### src/rtl/ext_bus_pkg.sv
package ext_bus_pkg;
  localparam logic [23:0] CTRL_ADDR = 24'hffe070;
  localparam logic [7:0] CTRL_RESET = 8'h00;
  localparam int WIDTH_HI = 7;
  localparam int WIDTH_LO = 6;
  localparam int MEM_HI = 5;
  localparam int MEM_LO = 4;
  localparam logic [3:0] CTRL_RSVD_MASK = 4'h0;
  localparam logic [1:0] WIDTH_NONE = 2'h0;
  localparam logic [1:0] WIDTH_8 = 2'h1;
  localparam logic [1:0] MEM_128K = 2'h0;
  localparam logic [1:0] MEM_64K = 2'h1;
  localparam logic [1:0] MEM_32K = 2'h2;
  localparam logic [1:0] MEM_NONE = 2'h3;
  localparam logic [23:0] MEM_TOP_128K = 24'h01ffff;
  localparam logic [23:0] MEM_TOP_64K = 24'h00ffff;
  localparam logic [23:0] MEM_TOP_32K = 24'h007fff;
  localparam int NUM_CS = 6;
  localparam int LOW_CS_COUNT = 2;
  localparam logic [4:0] MAX_WAITS = 5'h1f;
  // axi-lite register map, byte addresses
  localparam logic [7:0] REG_CTRL = 8'h00;
  localparam logic [7:0] REG_CS_BASE = 8'h10;
  localparam logic [7:0] REG_STATUS = 8'h40;
  // per chip-select word layout
  localparam int CS_EN_BIT = 8;
  localparam int CS_ISA_BIT = 9;
  localparam int CS_HIWAIT_BIT = 10;
  localparam int WAIT_HI = 3;
  localparam int POST_HI = 5;
  localparam int POST_LO = 4;
  localparam logic [1:0] RESP_OKAY = 2'h0;
  localparam logic [1:0] RESP_SLVERR = 2'h2;
  typedef enum logic [1:0] {
    ST_IDLE = 2'b00,
    ST_WAIT = 2'b01,
    ST_HOLD = 2'b10,
    ST_DONE = 2'b11
  } acc_state_t;
endpackage

### src/rtl/pin_sync.sv
module pin_sync (
  input wire logic aclk,
  input wire logic aresetn,
  input wire logic pin,
  output logic level
);
  logic s1_r;
  logic s2_r;
  logic s3_r;
  // a change counts only once stages two and three agree
  always_ff @(posedge aclk) begin
    if (!aresetn) begin
      s1_r <= 1'b0;
      s2_r <= 1'b0;
      s3_r <= 1'b0;
      level <= 1'b0;
    end else begin
      s1_r <= pin;
      s2_r <= s1_r;
      s3_r <= s2_r;
      if (s2_r == s3_r) begin
        level <= s3_r;
      end
    end
  end
endmodule

### src/rtl/external_bus_wait_and_control.sv
// Contract
// - one stall cycle per wait, at most 31
// - waits from wait count plus post-read count
// - isa mode delays read strobe half clock
// - isa mode adds one wait to reads
// - width field: none, 8-bit, 16-bit
// - memory size field: 128k, 64k, 32k, none
// - hold input only when pin assigned
// - on-chip wins, then highest chip select
// - waits only while chip select enabled
// - wait count field is plain binary
//
// Decided for this implementation: the AXI4-Lite slave port.
module external_bus_wait_and_control (
  input wire logic aclk,
  input wire logic aresetn,
  input wire logic [7:0] s_axi_awaddr,
  input wire logic s_axi_awvalid,
  output logic s_axi_awready,
  input wire logic [31:0] s_axi_wdata,
  input wire logic [3:0] s_axi_wstrb,
  input wire logic s_axi_wvalid,
  output logic s_axi_wready,
  output logic [1:0] s_axi_bresp,
  output logic s_axi_bvalid,
  input wire logic s_axi_bready,
  input wire logic [7:0] s_axi_araddr,
  input wire logic s_axi_arvalid,
  output logic s_axi_arready,
  output logic [31:0] s_axi_rdata,
  output logic [1:0] s_axi_rresp,
  output logic s_axi_rvalid,
  input wire logic s_axi_rready,
  input wire logic acc_req,
  input wire logic acc_write,
  input wire logic [23:0] acc_addr,
  input wire logic [5:0] cs_hit,
  output logic acc_done,
  output logic cpu_stall,
  output logic internal_sel,
  output logic [5:0] cs_active,
  output logic rd_strobe,
  output logic wr_strobe,
  output logic [1:0] bus_width_select,
  output logic [1:0] internal_memory_size,
  input wire logic hold_pin,
  input wire logic hold_pin_assigned
);
  localparam int N = ext_bus_pkg::NUM_CS;
  // the port widths above serve exactly six chip selects
  if (N != 6) begin : g_bad_n
    $error("six chip selects expected");
  end

  logic [7:0] ctrl_r;
  logic [10:0] cs_cfg_r [N];
  logic aw_held_r, w_held_r;
  logic [7:0] awaddr_r;
  logic [31:0] wdata_r;
  logic [3:0] wstrb_r;
  ext_bus_pkg::acc_state_t st_r, st_nxt;
  logic [4:0] cnt_r;
  logic [2:0] sel_r;
  logic wr_r, isa_r, rd_half_r;
  logic hold_level;

  pin_sync u_hold (
    .aclk(aclk),
    .aresetn(aresetn),
    .pin(hold_pin),
    .level(hold_level)
  );

  // axi-lite write side: address and data in either order
  wire do_write = aw_held_r && w_held_r && !s_axi_bvalid;
  wire [7:0] w_idx = awaddr_r - ext_bus_pkg::REG_CS_BASE;
  wire w_ctrl = awaddr_r == ext_bus_pkg::REG_CTRL;
  wire w_cs = awaddr_r >= ext_bus_pkg::REG_CS_BASE &&
    awaddr_r < ext_bus_pkg::REG_CS_BASE + 8'h18 && awaddr_r[1:0] == 2'h0;
  wire [2:0] w_sel = w_idx[4:2];
  assign s_axi_awready = !aw_held_r;
  assign s_axi_wready = !w_held_r;

  always_ff @(posedge aclk) begin
    if (!aresetn) begin
      aw_held_r <= 1'b0;
      w_held_r <= 1'b0;
      awaddr_r <= 8'h00;
      wdata_r <= 32'h0;
      wstrb_r <= 4'h0;
      s_axi_bvalid <= 1'b0;
      s_axi_bresp <= ext_bus_pkg::RESP_OKAY;
    end else begin
      if (s_axi_awvalid && !aw_held_r) begin
        aw_held_r <= 1'b1;
        awaddr_r <= s_axi_awaddr;
      end
      if (s_axi_wvalid && !w_held_r) begin
        w_held_r <= 1'b1;
        wdata_r <= s_axi_wdata;
        wstrb_r <= s_axi_wstrb;
      end
      if (do_write) begin
        aw_held_r <= 1'b0;
        w_held_r <= 1'b0;
        s_axi_bvalid <= 1'b1;
        s_axi_bresp <= (w_ctrl || w_cs) ? ext_bus_pkg::RESP_OKAY
                                        : ext_bus_pkg::RESP_SLVERR;
      end else if (s_axi_bvalid && s_axi_bready) begin
        s_axi_bvalid <= 1'b0;
      end
    end
  end

  // reserved low bits always store zero, whatever software writes
  always_ff @(posedge aclk) begin
    if (!aresetn) begin
      ctrl_r <= ext_bus_pkg::CTRL_RESET;
    end else if (do_write && w_ctrl && wstrb_r[0]) begin
      ctrl_r <= {wdata_r[7:4], ext_bus_pkg::CTRL_RSVD_MASK};
    end
  end

  genvar g;
  generate
    for (g = 0; g < N; g++) begin : g_cs
      // cs0 resets with wait and post-read fields all ones but enable clear, so it inserts no waits
      localparam logic [10:0] RST = (g == 0) ? 11'h03f : 11'h000;
      always_ff @(posedge aclk) begin
        if (!aresetn) begin
          cs_cfg_r[g] <= RST;
        end else if (do_write && w_cs && w_sel == 3'(g)) begin
          if (wstrb_r[0]) cs_cfg_r[g][5:0] <= wdata_r[5:0];
          if (wstrb_r[1]) begin
            cs_cfg_r[g][9:8] <= wdata_r[9:8];
            // extended count only on high chip selects
            cs_cfg_r[g][10] <= (g >= ext_bus_pkg::LOW_CS_COUNT) ?
              wdata_r[10] : 1'b0;
          end
        end
      end
    end
  endgenerate

  // axi-lite read side
  wire [7:0] r_idx = s_axi_araddr - ext_bus_pkg::REG_CS_BASE;
  wire r_cs = s_axi_araddr >= ext_bus_pkg::REG_CS_BASE &&
    s_axi_araddr < ext_bus_pkg::REG_CS_BASE + 8'h18 &&
    s_axi_araddr[1:0] == 2'h0;
  wire r_ctrl = s_axi_araddr == ext_bus_pkg::REG_CTRL;
  wire r_stat = s_axi_araddr == ext_bus_pkg::REG_STATUS;
  wire [10:0] r_cfg = cs_cfg_r[r_idx[4:2]];
  wire [31:0] stat_word = {21'h0, hold_level, sel_r, st_r, cnt_r};
  wire [31:0] rd_word = r_ctrl ? {24'h0, ctrl_r} :
    r_cs ? {21'h0, r_cfg[10:8], 2'h0, r_cfg[5:0]} :
    r_stat ? stat_word : 32'h0;
  assign s_axi_arready = !s_axi_rvalid;

  always_ff @(posedge aclk) begin
    if (!aresetn) begin
      s_axi_rvalid <= 1'b0;
      s_axi_rdata <= 32'h0;
      s_axi_rresp <= ext_bus_pkg::RESP_OKAY;
    end else if (s_axi_arvalid && !s_axi_rvalid) begin
      s_axi_rvalid <= 1'b1;
      s_axi_rdata <= rd_word;
      s_axi_rresp <= (r_ctrl || r_cs || r_stat) ? ext_bus_pkg::RESP_OKAY
                                                : ext_bus_pkg::RESP_SLVERR;
    end else if (s_axi_rready) begin
      s_axi_rvalid <= 1'b0;
    end
  end

  assign bus_width_select =
    ctrl_r[ext_bus_pkg::WIDTH_HI:ext_bus_pkg::WIDTH_LO];
  assign internal_memory_size =
    ctrl_r[ext_bus_pkg::MEM_HI:ext_bus_pkg::MEM_LO];
  wire [23:0] mem_top =
    internal_memory_size == ext_bus_pkg::MEM_128K ? ext_bus_pkg::MEM_TOP_128K :
    internal_memory_size == ext_bus_pkg::MEM_64K ? ext_bus_pkg::MEM_TOP_64K :
    ext_bus_pkg::MEM_TOP_32K;
  wire mem_hit = internal_memory_size != ext_bus_pkg::MEM_NONE &&
    acc_addr <= mem_top;
  wire ext_on = bus_width_select != ext_bus_pkg::WIDTH_NONE;

  // on-chip first, then highest chip select
  logic [2:0] pick;
  logic any_cs;
  always_comb begin
    pick = 3'h0;
    any_cs = 1'b0;
    for (int i = 0; i < N; i++) begin
      if (cs_hit[i]) begin
        pick = 3'(i);
        any_cs = 1'b1;
      end
    end
  end
  wire go_ext = acc_req && !mem_hit && any_cs && ext_on;
  wire [10:0] pcfg = cs_cfg_r[pick];
  wire p_en = pcfg[ext_bus_pkg::CS_EN_BIT];
  wire p_isa = pcfg[ext_bus_pkg::CS_ISA_BIT];
  // binary wait count; plus post-read count
  wire [4:0] base_w = {pcfg[ext_bus_pkg::CS_HIWAIT_BIT],
                       pcfg[ext_bus_pkg::WAIT_HI:0]};
  wire [4:0] post_w = acc_write ? 5'h00 :
    {3'h0, pcfg[ext_bus_pkg::POST_HI:ext_bus_pkg::POST_LO]};
  wire [5:0] sum_w = {1'b0, base_w} + {1'b0, post_w} +
    {5'h0, p_isa && !acc_write};
  // waits only when enabled; capped at 31
  wire [4:0] waits = !p_en ? 5'h00 :
    (sum_w > {1'b0, ext_bus_pkg::MAX_WAITS}) ? ext_bus_pkg::MAX_WAITS :
    sum_w[4:0];
  wire hold_on = hold_pin_assigned && hold_level;

  always_comb begin
    st_nxt = st_r;
    unique case (st_r)
      ext_bus_pkg::ST_IDLE: if (go_ext) begin
        st_nxt = (waits == 5'h00) ? ext_bus_pkg::ST_HOLD
                                  : ext_bus_pkg::ST_WAIT;
      end
      ext_bus_pkg::ST_WAIT: if (cnt_r == 5'h01) begin
        st_nxt = ext_bus_pkg::ST_HOLD;
      end
      ext_bus_pkg::ST_HOLD: if (!hold_on) begin
        st_nxt = ext_bus_pkg::ST_DONE;
      end
      ext_bus_pkg::ST_DONE: st_nxt = ext_bus_pkg::ST_IDLE;
    endcase
  end

  always_ff @(posedge aclk) begin
    if (!aresetn) begin
      st_r <= ext_bus_pkg::ST_IDLE;
      cnt_r <= 5'h00;
      sel_r <= 3'h0;
      wr_r <= 1'b0;
      isa_r <= 1'b0;
    end else begin
      st_r <= st_nxt;
      if (st_r == ext_bus_pkg::ST_IDLE && go_ext) begin
        cnt_r <= waits;
        sel_r <= pick;
        wr_r <= acc_write;
        isa_r <= p_isa;
      end else if (st_r == ext_bus_pkg::ST_WAIT) begin
        cnt_r <= cnt_r - 5'h01;
      end
    end
  end

  always_ff @(negedge aclk) begin
    if (!aresetn) begin
      rd_half_r <= 1'b0;
    end else begin
      rd_half_r <= st_r != ext_bus_pkg::ST_IDLE && !wr_r;
    end
  end

  wire busy = st_r != ext_bus_pkg::ST_IDLE;
  assign cpu_stall = busy && st_r != ext_bus_pkg::ST_DONE;
  assign acc_done = st_r == ext_bus_pkg::ST_DONE;
  assign internal_sel = acc_req && mem_hit;
  assign cs_active = busy ? (6'h01 << sel_r) : 6'h00;
  assign wr_strobe = busy && wr_r;
  assign rd_strobe = busy && !wr_r && (isa_r ? rd_half_r : 1'b1);

  a_wait_cap: assert property (@(posedge aclk) disable iff (!aresetn)
    st_r == ext_bus_pkg::ST_WAIT |-> cnt_r != 5'h00)
    else $error("wait count zero while waiting");
  a_wait_len: assert property (@(posedge aclk) disable iff (!aresetn)
    (st_r == ext_bus_pkg::ST_IDLE && go_ext && waits == 5'h02 && !hold_on)
    |=> cpu_stall [*3] ##1 acc_done)
    else $error("two waits did not give three stall cycles");
  a_disabled_nowait: assert property (@(posedge aclk)
    disable iff (!aresetn)
    (st_r == ext_bus_pkg::ST_IDLE && go_ext && !p_en) |=>
    st_r == ext_bus_pkg::ST_HOLD)
    else $error("waits inserted on disabled chip select");
  a_isa_read: assert property (@(posedge aclk) disable iff (!aresetn)
    (go_ext && p_en && p_isa && !acc_write && sum_w < 6'h20) |->
    waits == base_w + post_w + 5'h01)
    else $error("isa read lacks extra wait");
  a_hold_extend: assert property (@(posedge aclk) disable iff (!aresetn)
    (st_r == ext_bus_pkg::ST_HOLD && hold_on) |=> !acc_done)
    else $error("access finished under hold");
  a_hold_gate: assert property (@(posedge aclk) disable iff (!aresetn)
    (st_r == ext_bus_pkg::ST_HOLD && !hold_pin_assigned) |=> acc_done)
    else $error("unassigned hold pin extended access");
  a_internal_wins: assert property (@(posedge aclk)
    disable iff (!aresetn)
    (st_r == ext_bus_pkg::ST_IDLE && acc_req && mem_hit) |=>
    st_r == ext_bus_pkg::ST_IDLE)
    else $error("external access on internal address");
  a_low_cs_cap: assert property (@(posedge aclk) disable iff (!aresetn)
    !cs_cfg_r[0][ext_bus_pkg::CS_HIWAIT_BIT] &&
    !cs_cfg_r[1][ext_bus_pkg::CS_HIWAIT_BIT])
    else $error("low chip select got extended wait");
  a_rsvd_zero: assert property (@(posedge aclk) disable iff (!aresetn)
    ctrl_r[3:0] == 4'h0)
    else $error("reserved control bits set");
endmodule

### config.mk
export PLATFORM = sky130hd
export DESIGN_NAME = external_bus_wait_and_control
export DESIGN_NICKNAME = d
export VERILOG_FILES = /design/src/rtl/ext_bus_pkg.sv /design/src/rtl/pin_sync.sv /design/src/rtl/external_bus_wait_and_control.sv
export SDC_FILE = /design/constraint.sdc
export NUM_CORES = 1
export LEC_CHECK = 0
export BUFFER_PORTS_ARGS = -buffer_cell sky130_fd_sc_hd__buf_2
export CAP_MARGIN = 20
export CORE_MARGIN = 1.5
export CORE_UTILIZATION = 35
export CTS_BUF_LIST = sky130_fd_sc_hd__clkbuf_4
export DETAILED_ROUTE_END_ITERATION = 12
export PLACE_DENSITY = 0.67
export SLEW_MARGIN = 20
export SYNTH_ARGS = -nofsm -noshare
export SYNTH_HDL_FRONTEND = slang
export SYNTH_HIERARCHICAL = 1
export SYNTH_SLANG_ARGS = --single-unit
### constraint.sdc
create_clock -name aclk -period 3.8 [get_ports aclk]
set_input_delay 0.57 -clock aclk [delete_from_list [all_inputs] [get_ports aclk]]
set_output_delay 0.57 -clock aclk [all_outputs]
set_load 0.02 [all_outputs]
Word-level counts from Yosys, hierarchy flattened
Memories as Yosys holds them, arrays and structs flattened.
Cells that the tools add are included.

operators by class
  add/sub/neg operators = 5
  order comparisons = 6
  equality and inequality tests = 17
  shift operators = 1
  mux-type cells = 91
  bitwise logic cells = 19
  reduce and logical (&&, ||, !) cells = 56

operator list
  operator                                                                       number
  1-bit 2-to-1 mux                                                               57
  6-bit 2-to-1 mux                                                               7
  11-bit 2-to-1 mux                                                              3
  1-bit logical AND                                                              31
  2-bit 2-to-1 mux                                                               13
  24-bit by 17-bit less-or-equal comparator with 1-bit output                    1
  5-bit 2-to-1 mux                                                               4
  1-bit OR                                                                       18
  17-bit 2-to-1 mux                                                              1
  8-bit by 5-bit >= comparator with 1-bit output (second input constant)         2
  8-bit zero test                                                                2
  8-bit by 6-bit less-than comparator with 1-bit output (second input constant)  2
  16-bit 2-to-1 mux                                                              1
  3-bit 2-to-1 mux                                                               4
  2-bit != test (second input constant)                                          5
  2-bit nonzero test                                                             5
  5-bit subtractor (second input constant)                                       2
  8-bit by 7-bit equality test with 1-bit output (second input constant)         1
  2-bit zero test                                                                4
  2-bit one-hot mux with 4 select lines                                          1
  1-bit zero test                                                                7
  5-bit by 2-bit adder with 6-bit output                                         1
  6-bit by 1-bit adder with 6-bit output                                         1
  3-bit by 2-bit equality test with 1-bit output (second input constant)         2
  15 further kinds                                                               20

storage, ports and cells
  bits in registers = 82
  bits in writable memories = 54
  input bits = 93
  output and inout port bits = 56
  word-level logic and storage cells = 217
  memories kept = 1

memories
  memory    depth  width  rd ports  clocked after Yosys merged registers in  write ports  RTL line                             RTL
  cs_cfg_r  6      9      2         0                                        6            external_bus_wait_and_control.sv:56  logic [10:0] cs_cfg_r [N];

Logic depth before layout (Yosys ltp)
An unclocked memory read counts as a cell.

  word-level depth = 16
  mapped depth = 14
  mapped depth without buffers = 13

By module
The synthesis kept the hierarchy.

modules (own cells, without submodules)
  module                         instances  cells an instance  area an instance (sq um)  seq. area each (sq um)
  external_bus_wait_and_control  1          607                5866.9                    2662.6
  pin_sync                       1          10                 116.4                     80.1

==> metrics <==
status=completed; Place WS=-0.08028 ns; ANT nets after route=0; Max Buffers Root-to-Sink=2; via count=4,801; LEAKAGE=2.681 nW; Synth Instances=617; Worst Path Class, Setup=reg2out; sw frac=31.93%; worst slew pin tran=0.9585 ns; number of remaining DRC errors=0; Pins Over Slew Limit=0; peak per-stage delay on the critical path=0.30 ns; Setup WS post-layout=0.1019 ns; nets=822; Gate power share=23.4%; DP HPWL=11,730 µm; total grt overflow=0; Setup crit start=rd_half_r$_SDFF_NN0_; vias per inst=5.080; Setup TNS=0 ns; chip width=133.7 µm; PwrDens=369.8 mW/mm²; element type at the critical path start=register; H-tree Lvls=3; endpoints failing hold=0; Synth Register Bits=111; Worst-path clk slew=0.17 ns; Worst Reg-to-Reg Cells=9; clock sink count=111; HP Class=in2reg; cells along the critical path=inv_1, a211oi_2, buf_2; sw power=806.8 µW; Layout Area Growth over Synthesis=14.18%; Initial Util=35.95%; CP Capture Point=rd_strobe; number of global-route vias before repair=4,563; I/O pin count=149; post-cts resize count=0; GRT Util Overall=17.02%; initial antenna violation count=2; CP required=3.23 ns; Clock Skew=0.02643 ns; per-cell routed wire length=16.08 µm; synth unique cells=71; CTS Buf Count=9; largest net degree at the start of global routing=48; Peak VDD IR=204.8 µV; Crit-path slowest cell=dfxtp_1; IO buf count=102; row count=47; Yosys warning count=6; Worst setup EP type=output pin; final core utilization=41.05%; max_slew headroom=35.43%; most common cell after layout, fill and taps aside=buf_2; asr flop ratio synth=0%; internal power=1.720 mW; top_reg_cell synth=dfxtp_1; CTS Root Cell=clkbuf_4; Synth Area per Inst=9.697 µm²; Post-Route WL=15,200 µm; share of cells above drive strength 1=23.37%; drt first pass iters=4; Max FO, Critical Path=1; Die H=133.7 µm; core box area=0.01664 mm²; Clk Latency, worst-skew pair=0.48 ns; top-area cell type share of the netlist area=26.10%; drt first-iter violations=259; Critical Path AT=3.13 ns; Reg2Reg Launch Point=cs_cfg_r[2][7]$_SDFFCE_PN0P_; Syn Std Cell Area=0.005983 mm²; most frequent cells in the layout=buf_2, nand2_1, nor2_1; Max-Cap Viols=0; Final Non-Filler Cells=945; first-pass GRT wire length=23,770 µm; Synth area leader=edfxtp_1; TritonCTS clock tree=done; Setup-failing EPs final=0; Reg2Reg Capture Point=st_r[0]$_SDFFE_PN0P_; part of the power in registers=54.7%; die area=0.01789 mm²; number of enable flip-flop cells after synthesis=52; dpl cells=927; CTS Hold Bufs=0; r2r setup slk=0.87 ns; clock power share=21.9%; top post-synthesis cells by area=edfxtp_1, dfxtp_1, mux2i_1; Final GP Congestion=0.8554; post-CTS setup buffer count=0; sequential area share after synthesis=45.84%
[power by group through the flow]
| stage | registers, mW | clock network (mW) | logic [mW] |
|---|---|---|---|
| 2_1_floorplan | 1.39 | 0.00329 | 0.425 |
| 3_3_place_gp | 1.40 | 0.00329 | 0.573 |
| 3_5_place_dp | 1.41 | 0.00329 | 0.582 |
| 4_1_cts | 1.38 | 0.574 | 0.585 |
| 5_1_grt | 1.39 | 0.612 | 0.652 |
| 6_report | 1.38 | 0.554 | 0.591 |
[layout make-up]
cell class | count | area [µm²]
Antenna cell | 2 | 5.005
Tap cell | 220 | 275.3
Multi-Input combinational cell | 456 | 2958
Fill cell | 1641 | 9811
Clock inverter | 7 | 58.81
Timing Repair Buffer | 120 | 645.6
Clock buffer | 10 | 75.07
Inverter | 19 | 71.32
Sequential cell | 111 | 2743
[through the flow]
step	hold slack, ns	power (mW)	cell area, µm²
after floorplan	0.4118	1.818	6066
after global placement	0.4198	1.981	6691
after detailed placement	0.4336	1.991	6691
after CTS	0.2318	2.540	6822
after global routing	0.2246	2.654	6829
final	0.2469	2.526	6832
[Yosys cell counts, types with 5 or more instances]
cell / instances
mux4_2: 10
nor4_1: 6
buf_4: 23
inv_1: 17
a211oi_1: 5
clkbuf_1: 19
or3_1: 9
nand2b_1: 7
a21oi_1: 28
dfxtp_1: 59
nor3_1: 19
o21ai_0: 25
ha_1: 9
o22ai_1: 9
buf_2: 5
a2bb2oi_1: 7
nand2_1: 63
and2_1: 35
o21ai_1: 5
nand3_1: 13
mux2i_1: 40
nor2_1: 60
nor2b_1: 8
nand4_1: 8
edfxtp_1: 52
[metal layers]
metal,GRT usage [%],wire length (µm),up-vias,share of wire [%]
met5,0,0,-,0
li1,-,-,2383,-
met3,3.425,892,23,5.9
met2,27.92,7119,164,47
met1,22.86,6920,2231,46
met4,4.650,265,0,1.7
[sequential cells by signal (all words and copies together), names as in the netlist, 2 cells and up]
signal,count
s_axi_rdata,11
awaddr_r,8
sel_r,3
wstrb_r,2
ctrl_r,4
cs_cfg_r,52
cnt_r,5
wdata_r,11
st_r,2
[how the worst min path moves through the flow]
stage,startpoint,to,slack (ns),cells after the start
after global placement,u_hold/s1_r$_SDFF_PN0_,u_hold/s2_r$_SDFF_PN0_,0.42,1
after floorplan,u_hold/s1_r$_SDFF_PN0_,u_hold/s2_r$_SDFF_PN0_,0.41,1
after detailed placement,u_hold/s1_r$_SDFF_PN0_,u_hold/s2_r$_SDFF_PN0_,0.43,1
after CTS,s_axi_rready,s_axi_rvalid$_SDFFE_PN0P_,0.23,2
after global routing,s_axi_rready,s_axi_rvalid$_SDFFE_PN0P_,0.22,2
final,s_axi_rready,s_axi_rvalid$_SDFFE_PN0P_,0.25,2
[cell families after synthesis]
| kind of cell | Yosys count | synth area share [%] |
|---|---|---|
| and+or+nand+nor | 251 | 21.25 |
| muxes | 53 | 11.02 |
| other | 1 | 0.06268 |
| adders and majority gates | 11 | 2.551 |
| AOI/OAI and AO/OA | 114 | 12.51 |
| buffers and inverters | 72 | 6.190 |
| DFF | 111 | 45.84 |
| xor gates and xnor gates | 4 | 0.5856 |
[critical path: cells and delay by family (launching register included)]
family	cells	cell delay, ns
flip-flops	1	0.30
AO/OA/AOI/OAI	1	0.22
buffers and inverters	2	0.24
(Power assumes the default switching activity.)
